`src/hw/xalu_pkg.sv`:
```
// package: constants, types and helpers shared by the extended alu datapath
package xalu_pkg;

    // ------------------------------------------------------------------
    // data widths
    // ------------------------------------------------------------------
    localparam int unsigned DW = 20;       // address-word width
    localparam int unsigned RW = 4;        // register number width

    // ------------------------------------------------------------------
    // operation and width codes
    // ------------------------------------------------------------------
    typedef enum logic [2:0] {
        OP_DEC  = 3'h0,
        OP_DECD = 3'h1,
        OP_INC  = 3'h2,
        OP_INCD = 3'h3,
        OP_INV  = 3'h4,
        OP_MOVE = 3'h5,
        OP_POP  = 3'h6,
        OP_BAD  = 3'h7
    } xalu_op_t;

    typedef enum logic [1:0] {
        WD_WORD = 2'h0,                    // no suffix selects this code
        WD_BYTE = 2'h1,
        WD_ADDR = 2'h2,
        WD_BAD  = 2'h3
    } xalu_width_t;

    // ------------------------------------------------------------------
    // apb map
    // ------------------------------------------------------------------
    localparam logic [11:0] ADDR_CMD      = 12'h000;
    localparam logic [11:0] ADDR_STATUS   = 12'h004;
    localparam logic [11:0] ADDR_RESULT   = 12'h008;
    localparam logic [11:0] ADDR_REG_BASE = 12'h040;
    localparam logic [11:0] ADDR_STK_BASE = 12'h100;

    // command word fields
    localparam int unsigned CMD_OP_LSB  = 0;
    localparam int unsigned CMD_WD_LSB  = 4;
    localparam int unsigned CMD_DST_LSB = 8;
    localparam int unsigned CMD_SRC_LSB = 12;
    localparam int unsigned CMD_CNT_LSB = 16;

    // status register fields
    localparam int unsigned ST_BUSY_BIT = 0;
    localparam int unsigned ST_REF_BIT  = 1;
    localparam int unsigned ST_FLG_LSB  = 8;

    // ------------------------------------------------------------------
    // status word layout and special registers
    // ------------------------------------------------------------------
    localparam int unsigned SR_C = 0;
    localparam int unsigned SR_Z = 1;
    localparam int unsigned SR_N = 2;
    localparam int unsigned SR_V = 8;
    localparam logic [RW-1:0] REG_SP = 4'h1;
    localparam logic [RW-1:0] REG_SR = 4'h2;

    localparam logic [DW-1:0] K_ONE        = 20'h00001;
    localparam logic [DW-1:0] K_TWO        = 20'h00002;
    localparam logic [DW-1:0] SP_STEP_ADDR = 20'h00004;
    localparam logic [DW-1:0] SP_STEP_WORD = 20'h00002;

    // all-ones mask of the selected width
    function automatic logic [DW-1:0] width_mask(input xalu_width_t w);
        unique case (w)
            WD_BYTE: width_mask = 20'h000FF;
            WD_ADDR: width_mask = 20'hFFFFF;
            default: width_mask = 20'h0FFFF;
        endcase
    endfunction

    // sign bit position of the selected width
    function automatic logic [4:0] msb_idx(input xalu_width_t w);
        unique case (w)
            WD_BYTE: msb_idx = 5'h07;
            WD_ADDR: msb_idx = 5'h13;
            default: msb_idx = 5'h0F;
        endcase
    endfunction

endpackage

```
`src/hw/xalu_unit.sv`:
```
// combinational arithmetic unit for the single-operand extended instructions
module xalu_unit
    import xalu_pkg::*;
(
    input  wire xalu_op_t     op,
    input  wire xalu_width_t  wsel,
    input  wire logic [DW-1:0] dst_val,
    input  wire logic [DW-1:0] src_val,
    output logic [DW-1:0]     result,
    output logic              flag_n,
    output logic              flag_z,
    output logic              flag_c,
    output logic              flag_v
);

    // ------------------------------------------------------------------
    // result and flags
    // ------------------------------------------------------------------
    always_comb begin
        logic [DW-1:0] m;
        logic [4:0]    mi;
        logic [DW-1:0] a;
        logic [DW-1:0] k;
        logic [DW:0]   sum;
        m      = width_mask(wsel);
        mi     = msb_idx(wsel);
        a      = dst_val & m;
        k      = (op == OP_DECD || op == OP_INCD) ? K_TWO : K_ONE;
        sum    = {1'b0, a} + {1'b0, k};
        result = a;
        flag_c = 1'b0;
        flag_v = 1'b0;
        unique case (op)
            OP_DEC, OP_DECD: begin
                result = (a - k) & m;
                flag_c = (a >= k);
                flag_v = a[mi] & ~result[mi];
            end
            OP_INC, OP_INCD: begin
                result = sum[DW-1:0] & m;
                flag_c = sum[mi + 5'h01];
                flag_v = ~a[mi] & result[mi];
            end
            OP_INV: begin
                result = ~a & m;
                flag_c = (result != '0);
                flag_v = a[mi];
            end
            OP_MOVE: result = src_val & m;
            default: result = a;
        endcase
        flag_n = result[mi];
        flag_z = (result == '0);
    end

endmodule

```
`src/hw/xalu_regfile.sv`:
```
// processor register bank: one write port, two asynchronous read ports
module xalu_regfile
    import xalu_pkg::*;
#(
    parameter int NREG = 16
) (
    input  wire logic          pclk,
    input  wire logic          presetn,
    input  wire logic          we,
    input  wire logic [RW-1:0] waddr,
    input  wire logic [DW-1:0] wdata,
    input  wire logic [RW-1:0] raddr_a,
    output logic [DW-1:0]      rdata_a,
    input  wire logic [RW-1:0] raddr_b,
    output logic [DW-1:0]      rdata_b
);

    logic [DW-1:0] regs [NREG];

    // ------------------------------------------------------------------
    // storage, cleared by reset so flags start defined
    // ------------------------------------------------------------------
    always_ff @(posedge pclk or negedge presetn) begin
        if (!presetn) begin
            for (int i = 0; i < NREG; i++) begin
                regs[i] <= '0;
            end
        end else if (we) begin
            regs[waddr] <= wdata;
        end
    end

    // reads see the stored value, not the one being written
    assign rdata_a = regs[raddr_a];
    assign rdata_b = regs[raddr_b];

endmodule

```
`src/hw/xalu_top.sv`:
```
// extended alu datapath with multi-register pop, reached over apb
//
// The APB register port and the address map were chosen for this implementation.
module xalu_top
    import xalu_pkg::*;
#(
    parameter int STK_AW = 6
) (
    input  wire logic        pclk,
    input  wire logic        presetn,
    input  wire logic        psel,
    input  wire logic        penable,
    input  wire logic        pwrite,
    input  wire logic [11:0] paddr,
    input  wire logic [31:0] pwdata,
    output logic [31:0]      prdata,
    output logic             pready,
    output logic             pslverr
);

    // ------------------------------------------------------------------
    // sequencer states
    // ------------------------------------------------------------------
    typedef enum logic [2:0] {
        ST_IDLE   = 3'b000,
        ST_EXEC   = 3'b001,
        ST_FLAGS  = 3'b010,
        ST_POP    = 3'b011,
        ST_POP_SP = 3'b100
    } xalu_state_t;

    xalu_state_t   state;
    xalu_op_t      op_q;
    xalu_width_t   wd_q;
    logic [RW-1:0] dst_q;
    logic [RW-1:0] src_q;
    logic [RW-1:0] cnt_q;
    logic [RW-1:0] idx_q;
    logic [DW-1:0] sp_q;
    logic [DW-1:0] result_q;
    logic [19:0]   cmd_q;
    logic          fl_n_q;
    logic          fl_z_q;
    logic          fl_c_q;
    logic          fl_v_q;
    logic          refused;

    logic [15:0]   stk [2**STK_AW];

    // ------------------------------------------------------------------
    // apb decode
    // ------------------------------------------------------------------
    logic              hit_cmd;
    logic              hit_status;
    logic              hit_result;
    logic              hit_reg;
    logic              hit_stk;
    logic              busy;
    logic              acc;
    logic              done;
    logic              cmd_ok;
    logic              err;
    logic [31:0]       rd_val;
    logic [RW-1:0]     reg_idx;
    logic [STK_AW-1:0] stk_idx;
    xalu_op_t          wr_op;
    xalu_width_t       wr_wd;

    assign busy       = (state != ST_IDLE);
    assign hit_cmd    = (paddr == ADDR_CMD);
    assign hit_status = (paddr == ADDR_STATUS);
    assign hit_result = (paddr == ADDR_RESULT);
    assign hit_reg    = (paddr[11:6] == ADDR_REG_BASE[11:6]);
    assign hit_stk    = (paddr[11:8] == ADDR_STK_BASE[11:8]);
    assign reg_idx    = paddr[RW+1:2];
    assign stk_idx    = paddr[STK_AW+1:2];
    assign wr_op      = xalu_op_t'(pwdata[CMD_OP_LSB +: 3]);
    assign wr_wd      = xalu_width_t'(pwdata[CMD_WD_LSB +: 2]);

    // first access cycle evaluates, second one completes
    assign acc  = psel & penable & ~pready;
    assign done = psel & penable & pready;

    // byte form of the pop does not exist
    assign cmd_ok = (wr_op != OP_BAD) && (wr_wd != WD_BAD)
                    && !(wr_op == OP_POP && wr_wd == WD_BYTE);

    // writes into live state are refused while a command runs
    always_comb begin
        err = !(hit_cmd | hit_status | hit_result | hit_reg | hit_stk);
        if (pwrite && busy && (hit_cmd || hit_reg || hit_stk)) begin
            err = 1'b1;
        end
        if (pwrite && hit_cmd && !cmd_ok) begin
            err = 1'b1;
        end
        if (!pwrite && hit_reg && busy) begin
            err = 1'b1;
        end
    end

    // ------------------------------------------------------------------
    // register file and arithmetic unit
    // ------------------------------------------------------------------
    logic          rf_we;
    logic [RW-1:0] rf_waddr;
    logic [DW-1:0] rf_wdata;
    logic [RW-1:0] rf_raddr_b;
    logic [DW-1:0] rf_rdata_a;
    logic [DW-1:0] rf_rdata_b;
    logic [DW-1:0] alu_res;
    logic          alu_n;
    logic          alu_z;
    logic          alu_c;
    logic          alu_v;
    logic [DW-1:0] sr_new;
    logic [DW-1:0] pop_val;
    logic [DW-1:0] sp_step;
    logic [STK_AW-1:0] pop_lo_idx;

    // port a serves the bus when idle, the destination otherwise
    always_comb begin
        unique case (state)
            ST_IDLE:  rf_raddr_b = REG_SP;
            ST_FLAGS: rf_raddr_b = REG_SR;
            default:  rf_raddr_b = src_q;
        endcase
    end

    xalu_regfile #(
        .NREG (16)
    ) u_regs (
        .pclk    (pclk),
        .presetn (presetn),
        .we      (rf_we),
        .waddr   (rf_waddr),
        .wdata   (rf_wdata),
        .raddr_a (busy ? dst_q : reg_idx),
        .rdata_a (rf_rdata_a),
        .raddr_b (rf_raddr_b),
        .rdata_b (rf_rdata_b)
    );

    xalu_unit u_alu (
        .op      (op_q),
        .wsel    (wd_q),
        .dst_val (rf_rdata_a),
        .src_val (rf_rdata_b),
        .result  (alu_res),
        .flag_n  (alu_n),
        .flag_z  (alu_z),
        .flag_c  (alu_c),
        .flag_v  (alu_v)
    );

    // only the four arithmetic flags change, mode bits pass through
    always_comb begin
        sr_new       = rf_rdata_b;
        sr_new[SR_C] = fl_c_q;
        sr_new[SR_Z] = fl_z_q;
        sr_new[SR_N] = fl_n_q;
        sr_new[SR_V] = fl_v_q;
    end

    // ------------------------------------------------------------------
    // stack memory for the pop
    // ------------------------------------------------------------------
    assign pop_lo_idx = sp_q[STK_AW:1];

    // high word of an address-word sits above the low word
    always_comb begin
        if (wd_q == WD_ADDR) begin
            pop_val = {stk[STK_AW'(pop_lo_idx + 1'b1)][3:0], stk[pop_lo_idx]};
        end else begin
            pop_val = {4'h0, stk[pop_lo_idx]};
        end
    end

    assign sp_step = (wd_q == WD_ADDR) ? SP_STEP_ADDR : SP_STEP_WORD;

    // no reset on the array: it models plain ram
    always_ff @(posedge pclk) begin
        if (done && pwrite && hit_stk && !pslverr) begin
            stk[stk_idx] <= pwdata[15:0];
        end
    end

    // ------------------------------------------------------------------
    // register file write steering
    // ------------------------------------------------------------------
    always_comb begin
        rf_we    = 1'b0;
        rf_waddr = '0;
        rf_wdata = '0;
        unique case (state)
            ST_IDLE: begin
                if (done && pwrite && hit_reg && !pslverr) begin
                    rf_we    = 1'b1;
                    rf_waddr = reg_idx;
                    rf_wdata = pwdata[DW-1:0];
                end
            end
            ST_EXEC: begin
                rf_we    = 1'b1;
                rf_waddr = dst_q;
                rf_wdata = alu_res;
            end
            ST_FLAGS: begin
                rf_we    = 1'b1;
                rf_waddr = REG_SR;
                rf_wdata = sr_new;
            end
            ST_POP: begin
                rf_we    = 1'b1;
                rf_waddr = idx_q;
                rf_wdata = pop_val;
            end
            ST_POP_SP: begin
                rf_we    = 1'b1;
                rf_waddr = REG_SP;
                rf_wdata = sp_q;
            end
            default: rf_we = 1'b0;
        endcase
    end

    // ------------------------------------------------------------------
    // sequencer
    // ------------------------------------------------------------------
    always_ff @(posedge pclk or negedge presetn) begin
        if (!presetn) begin
            state <= ST_IDLE;
            op_q  <= OP_DEC;
            wd_q  <= WD_WORD;
            dst_q <= '0;
            src_q <= '0;
            cnt_q <= '0;
            idx_q <= '0;
            sp_q  <= '0;
            cmd_q <= '0;
        end else begin
            unique case (state)
                ST_IDLE: begin
                    // one command write starts a whole instruction
                    if (done && pwrite && hit_cmd && !pslverr) begin
                        op_q  <= wr_op;
                        wd_q  <= wr_wd;
                        dst_q <= pwdata[CMD_DST_LSB +: RW];
                        src_q <= pwdata[CMD_SRC_LSB +: RW];
                        cnt_q <= pwdata[CMD_CNT_LSB +: RW];
                        idx_q <= RW'(pwdata[CMD_DST_LSB +: RW] - pwdata[CMD_CNT_LSB +: RW]);
                        sp_q  <= rf_rdata_b;
                        cmd_q <= pwdata[19:0];
                        state <= (wr_op == OP_POP) ? ST_POP : ST_EXEC;
                    end
                end
                ST_EXEC:  state <= (op_q == OP_MOVE) ? ST_IDLE : ST_FLAGS;
                ST_FLAGS: state <= ST_IDLE;
                ST_POP: begin
                    sp_q  <= sp_q + sp_step;
                    idx_q <= RW'(idx_q + 1'b1);
                    if (cnt_q == '0) begin
                        state <= ST_POP_SP;
                    end else begin
                        cnt_q <= RW'(cnt_q - 1'b1);
                    end
                end
                ST_POP_SP: state <= ST_IDLE;
                default:   state <= ST_IDLE;
            endcase
        end
    end

    // ------------------------------------------------------------------
    // captured result of the last non-pop command, flags of the last arithmetic command
    // ------------------------------------------------------------------
    always_ff @(posedge pclk or negedge presetn) begin
        if (!presetn) begin
            result_q <= '0;
            fl_n_q   <= 1'b0;
            fl_z_q   <= 1'b0;
            fl_c_q   <= 1'b0;
            fl_v_q   <= 1'b0;
        end else if (state == ST_EXEC) begin
            result_q <= alu_res;
            if (op_q != OP_MOVE) begin
                fl_n_q <= alu_n;
                fl_z_q <= alu_z;
                fl_c_q <= alu_c;
                fl_v_q <= alu_v;
            end
        end
    end

    // ------------------------------------------------------------------
    // refused-command sticky flag, set wins over the clear
    // ------------------------------------------------------------------
    always_ff @(posedge pclk or negedge presetn) begin
        if (!presetn) begin
            refused <= 1'b0;
        end else if (done && pwrite && hit_cmd && pslverr) begin
            refused <= 1'b1;
        end else if (done && pwrite && hit_status && pwdata[ST_REF_BIT]) begin
            refused <= 1'b0;
        end
    end

    // ------------------------------------------------------------------
    // read mux
    // ------------------------------------------------------------------
    always_comb begin
        rd_val = '0;
        if (hit_cmd) begin
            rd_val = {12'h000, cmd_q};
        end else if (hit_status) begin
            rd_val[ST_BUSY_BIT]       = busy;
            rd_val[ST_REF_BIT]        = refused;
            rd_val[ST_FLG_LSB +: 4]   = {fl_n_q, fl_z_q, fl_c_q, fl_v_q};
        end else if (hit_result) begin
            rd_val = {12'h000, result_q};
        end else if (hit_reg) begin
            rd_val = {12'h000, rf_rdata_a};
        end else if (hit_stk) begin
            rd_val = {16'h0000, stk[stk_idx]};
        end
    end

    // ------------------------------------------------------------------
    // apb answer: one wait state, every output from a flop
    // ------------------------------------------------------------------
    always_ff @(posedge pclk or negedge presetn) begin
        if (!presetn) begin
            pready  <= 1'b0;
            pslverr <= 1'b0;
            prdata  <= '0;
        end else begin
            pready  <= acc;
            pslverr <= acc & err;
            prdata  <= (acc && !pwrite && !err) ? rd_val : 32'h00000000;
        end
    end

endmodule

```
`config.mk`:
```
export PLATFORM = sky130hd
export DESIGN_NAME = xalu_top
export DESIGN_NICKNAME = d
export VERILOG_FILES = /design/src/hw/xalu_pkg.sv /design/src/hw/xalu_unit.sv /design/src/hw/xalu_regfile.sv /design/src/hw/xalu_top.sv
export SDC_FILE = /design/constraint.sdc
export NUM_CORES = 2
export LEC_CHECK = 0
export BUFFER_PORTS_ARGS = -buffer_cell sky130_fd_sc_hd__buf_2
export CAP_MARGIN = 30
export CORE_MARGIN = 8
export CORE_UTILIZATION = 35
export DETAILED_ROUTE_END_ITERATION = 10
export GPL_ROUTABILITY_DRIVEN = 1
export PLACE_DENSITY = 0.54
export SLEW_MARGIN = 10
export SYNTH_ARGS = -nofsm -noshare
export SYNTH_HDL_FRONTEND = slang
export SYNTH_SLANG_ARGS = --single-unit
```
`constraint.sdc`:
```
create_clock -name pclk -period 14.4 [get_ports pclk]
set_input_delay 1.44 -clock pclk [delete_from_list [all_inputs] [get_ports pclk]]
set_output_delay 1.44 -clock pclk [all_outputs]
set_load 0.02 [all_outputs]
```
# Word-level counts from Yosys, hierarchy flattened
# Memories as Yosys holds them, arrays and structs flattened.
# Index checks and enable logic that the tools add are counted.
# classes
n_addsub	8
multipliers	0
n_div	0
n_lt_le_gt_ge	7
eq_ne	23
shifts	0
mux	63
n_bitwise	22
reduce_logical	48
# op_table
operator	n
bitwise mux 320 bit	1
two-way mux 20 bit	9
binary-select mux 20 bit (select 4 bit)	2
two-way mux 32 bit	4
AND 20 bit	5
one-hot mux 20 bit (5 select lines)	1
demux 20 bit (select 4 bit)	1
one-hot mux 20 bit (2 select lines)	2
one-hot mux 20 bit (4 select lines)	1
binary-select mux 1 bit (select 5 bit)	5
two-way mux 4 bit	6
one-hot mux 4 bit (2 select lines)	3
logical AND 1 bit	22
adder 20 x 20 -> 21 bit	1
adder 20 x 3 -> 20 bit	1
greater-or-equal comparator 20 bit	1
logical NOT 20 bit	1
NOT 20 bit	1
one-hot mux 4 bit (5 select lines)	1
nonzero test 20 bit	1
subtractor 20 bit	1
two-way mux 16 bit	1
greater-or-equal comparator 5 bit (second input constant)	3
NOT 4 -> 5 bit	3
40 further kinds	94
# totals
regBits	443
latchBits	0
ram_bits	1024
romBits	0
in_bits	49
out_inout_bits	34
word_cells	206
mem_count	1
# memory_table
name	depth	word_bits	rd	rd_ports_with_merged_regs	wr	line_no	source
stk	64	16	3	0	1	xalu_top.sv:48	logic [15:0] stk [2**STK_AW];

# Logic depth before layout (Yosys ltp)
# logic_depth
depth_word	14
mapped_depth	25

# Modules after synthesis
# A second synthesis with hierarchy kept.
# unflattened
cells_unflattened	4675
hier_area_um2	74771.7
# modules_own_cells
module	n_inst	cells_per_inst	area_per_inst_um2	seq_area_each_um2
xalu_top	1	3225	55494.5	33201.8
xalu_regfile	1	1058	16893.7	8007.7
xalu_unit	1	392	2383.5	0.0

# Worst setup path before layout
# Ideal clock, no wire load.
# synth_timing
kind	input -> register
startpoint	input paddr[2]
endpoint	register u_regs.regs[118] in the netlist's numbering
setup_ns	0.065
t_arrival_ns	6.170
required_time_ns	14.335
slack_ns	8.165
cell_stages	24
n_path_buf	7
path_cell_list	or4b_1 -> buf_2 -> nand2_2 -> buf_6 -> buf_6 -> buf_4 -> buf_4 -> buf_2 -> nand2_1 -> a211o_1 -> o32ai_1 -> ha_1 -> inv_1 -> fa_1 -> inv_1 -> o2111a_1 -> and2_1 -> nand4_1 -> or4_1 -> a21oi_1 -> a211oi_2 -> o221ai_2 -> buf_4 -> mux2_2
# synth_between
elab_chain_len	11
word_cells_on_any_way	23
classes_between	add/sub (2); order compare (2); mux (11); bitwise (7); reduce/logical (1)
# synth_lines
item	line_no	source
start: declaration	xalu_top.sv:14	input wire logic [11:0] paddr,
two-way mux 4 bit	xalu_top.sv:138	.raddr_a (busy ? dst_q : reg_idx),
NOT 4 -> 5 bit (implied by the code)	xalu_regfile.sv:34	assign rdata_a = regs[raddr_a];
binary-select mux 20 bit (select 4 bit)	xalu_regfile.sv:34	
two-way mux 20 bit (implied by the code) (2 in a row)	xalu_regfile.sv:34	
AND 20 bit	xalu_unit.sv:27	a = dst_val & m;
adder 20 x 20 -> 21 bit, or another cell as far along	xalu_unit.sv:29	sum = {1'b0, a} + {1'b0, k};
AND 20 bit (on tied branches)	xalu_unit.sv:40, xalu_unit.sv:35, xalu_unit.sv:45	
one-hot mux 20 bit (4 select lines)	xalu_unit.sv:33	unique case (op)
one-hot mux 20 bit (5 select lines)	xalu_top.sv:195	unique case (state)
bitwise mux 320 bit *	xalu_regfile.sv:29	regs[waddr] <= wdata;
end signal: indexed assignment	xalu_regfile.sv:29	
end: declaration	xalu_regfile.sv:18	logic [DW-1:0] regs [NREG];
# Every way passes the cells marked *; elsewhere a longest branch is shown, timed or not. The select of a mux whose other input is x is not followed.
# A chain may end at the register's enable or synchronous reset.

# Final worst setup path
# layout_timing
startpoint	input paddr[2]
endpoint	register u_regs.regs[219] in the netlist's numbering
# Same word-level chain as after synthesis.

==> flow_summary.yaml <==
routing:
  wire_per_inst_um: 34.3
  ant_nets: 0
  firstDrtPassIters: 8
  remaining_drc_errors: 0
  drt_iter0_drc: 6014
  vias: 48800
  vias_per_cell: 6.28
  wirelength_mm: 266
clock_network:
  root_buffer: "clkbuf_16"
  cts_resized: 0
  clock_latency_ns: 0.83
  cts_tree: "done"
  clk_path_buf_depth: 3
  cts.htree.levels: 4
  hold_buffers: 0
  cts_num_sinks: 1442
  numCtsBuffers: 160
  clkTransAtPathRegs_ns: 0.06
  postCtsSetupRepairBufs: 0
place:
  routabilityCongestion: 0.918
  placed_cells: 7458
  dpl_worst_slack_ns: 5.95
  dp_hpwl_mm: 166
  io_buffers: 58
yosys:
  ys_types: 109
  synth.most_common_cell: "edfxtp_1"
  postSynthAreaPerCell_um2: 15.8
  syn_area_um2: 75600
  synth_warnings: 0
  synth_commonest_cells: "1,024 x edfxtp_1, 776 x mux4_2, 418 x dfrtp_1"
  seq_area_frac_synth_pct: 54.5
  syn_inst: 4770
  synth_edf_count: 1024
  synth_top_cell_by_area: "edfxtp_1"
  synth.area.top_cells: "edfxtp_1 41%, mux4_2 23%, dfrtp_1 14%, mux2_2 5.1%, mux2i_1 2.2%"
  yosysTopAreaCellShare_pct: 40.7
  async_flop_share_pct: 29.0
  synthFlopType: "edfxtp_1"
  ys_ff_latch: 1442
setup_path:
  required_ns: 15.15
  cp-start-kind: "input port"
  arrival_ns: 8.30
  cp_max_fo: 54
  crit_path_cell_trace: "buf_8, or4b_1, buf_4, nand2_4, buf_4, a211oi_1, a211oi_1, a22o_1, ha_1, a21o_1, nand2_1, nor3_1, nand3_1, nor4_2, nand3_1, o2111a_1, o221ai_2, mux2_2"
  cp_top_family: "simple AND/OR/NAND/NOR gates"
  critPathMaxStageDelay_ns: 0.79
  cp_slowest_cell: "o221ai_2"
  critPathCaptureType: "flip-flop"
  path_buf_inv: 3
  worstSetupPathType: "in2reg"
sta:
  setup_viol: 0
  fin_crit_ns: 7.55
  finalSetupTns_ns: 0
  tightest_slew_ns: 1.29
  post-route-period-util_pct: 52.4
  fin_skew_ns: 0.0490
  rsz0062_at_grt: "false"
  fin_ws_ns: 6.85
  drv_slew: 0
  hold_violations: 0
  relSlewSlack_pct: 14.1
  fmax_mhz: 132
die:
  initial_core_util_pct: 35.2
  dieWidth_um: 481
  die_area_um2: 231000
  pin_count: 83
  rows: 170
  core_um2: 215000
  fp.dieH_um: 481
cells_and_area:
  drive_above_1_share_pct: 35.8
  area_growth_pct: 12.3
  utilization_pct: 39.6
  finalNonFillerCells: 7768
  nets: 4856
  fillers: 19500
power_and_ir_drop:
  ir_worst_vdd_mv: 0.124
  powerDensity_nw_per_um2: 105
  power_mw: 8.92
  p_leak_nw: 29.5
global_routing:
  grt_max_degree: 109
  track_usage_pct: 22.5
  grt_antenna_before_repair: 15
  grt_pass1_wl_mm: 376
  grt-ovfl-total: 0
  first_global_vias: 48800
hold_path:
  hp-class: "reg2reg"
run:
  cap_violations: 0
outcome:
  outcome: "finished, final reports clean"
## sequential cells by signal (all words and copies together) (netlist names)
signal / count
fl_c_q: 1
refused: 1
prdata: 20
src_q: 3
u_regs.regs: 320
fl_n_q: 1
fl_v_q: 1
pslverr: 1
stk: 1024
dst_q: 3
cmd_q: 11
pready: 1
result_q: 20
state: 3
idx_q: 4
op_q: 2
sp_q: 20
fl_z_q: 1
wd_q: 1
cnt_q: 4
## area by class of cell
type	count	area, um^2	share of cell area, %
tap	2838	3550	4.18
timing repair buffer	268	2080	2.45
multi-input combinational	2874	32800	38.7
clock inverter	80	656	0.772
inverter	41	154	0.181
clock buffer	207	4350	5.13
antenna	18	45.0	0.0530
sequential	1442	41200	48.6
## where the power goes
part / total [mW] / switching [mW] / internal, mW
Clock: 3.98 / 1.77 / 2.22
Sequential: 4.45 / 0.000453 / 4.45
Combinational: 0.479 / 0.328 / 0.151
## stage by stage
step / hold slack, ns / cell area [um^2]
after detailed placement: 0.468 / 79700
after global routing: 0.494 / 84900
after CTS: 0.485 / 84700
final: 0.485 / 84900
after global placement: 0.463 / 79700
after floorplan: 0.445 / 75600
## routing by layer
layer / vias up / global-route usage (%) / wire (um)
met1: 26100 / 29.9 / 105000
met5: - / 0 / 13
met4: 2 / 9.45 / 12900
met3: 515 / 4.22 / 21800
li1: 19600 / - / -
met2: 2554 / 36.5 / 127000
## cell usage in the layout (no fill, tap or decap), types with 53 or more instances in the layout
cell type,n
edfxtp_1,1024
mux4_2,776
dfrtp_1,413
nand2_1,344
mux2_2,344
buf_4,199
mux2i_1,167
clkbuf_16,163
o21ai_0,132
nand3_1,120
a21oi_1,115
nor2_1,101
a211oi_1,77
buf_2,53
## final timing paths
kind	startpoint	to	slack, ns	cells after the start
worst max-delay path	paddr[2]	u_regs.regs[219]	6.85	18
worst min-delay path	result_q[16]	result_q[16]	0.49	2
worst max register to register	state[2]	u_regs.regs[219]	7.29	18
worst min register to register	result_q[16]	result_q[16]	0.49	2
max in group asynchronous	presetn	sp_q[3]	11.64	4
min in group asynchronous	presetn	u_regs.regs[110]	0.66	1
## cells by family after synthesis
kind of cell / share of synthesized area (%)
xor+xnor: 0.324
other cells: 0.00496
buf+inv: 2.66
simple gates: 5.55
compound gates: 6.04
flops: 54.5
fa+ha+maj: 0.371
mux: 30.5
## tightest hold or removal path: cells and delay by family (launching register included)
kind          cells  cell delay [ns]
flops             1             0.34
simple gates      2             0.11
(Power assumes the default switching activity.)
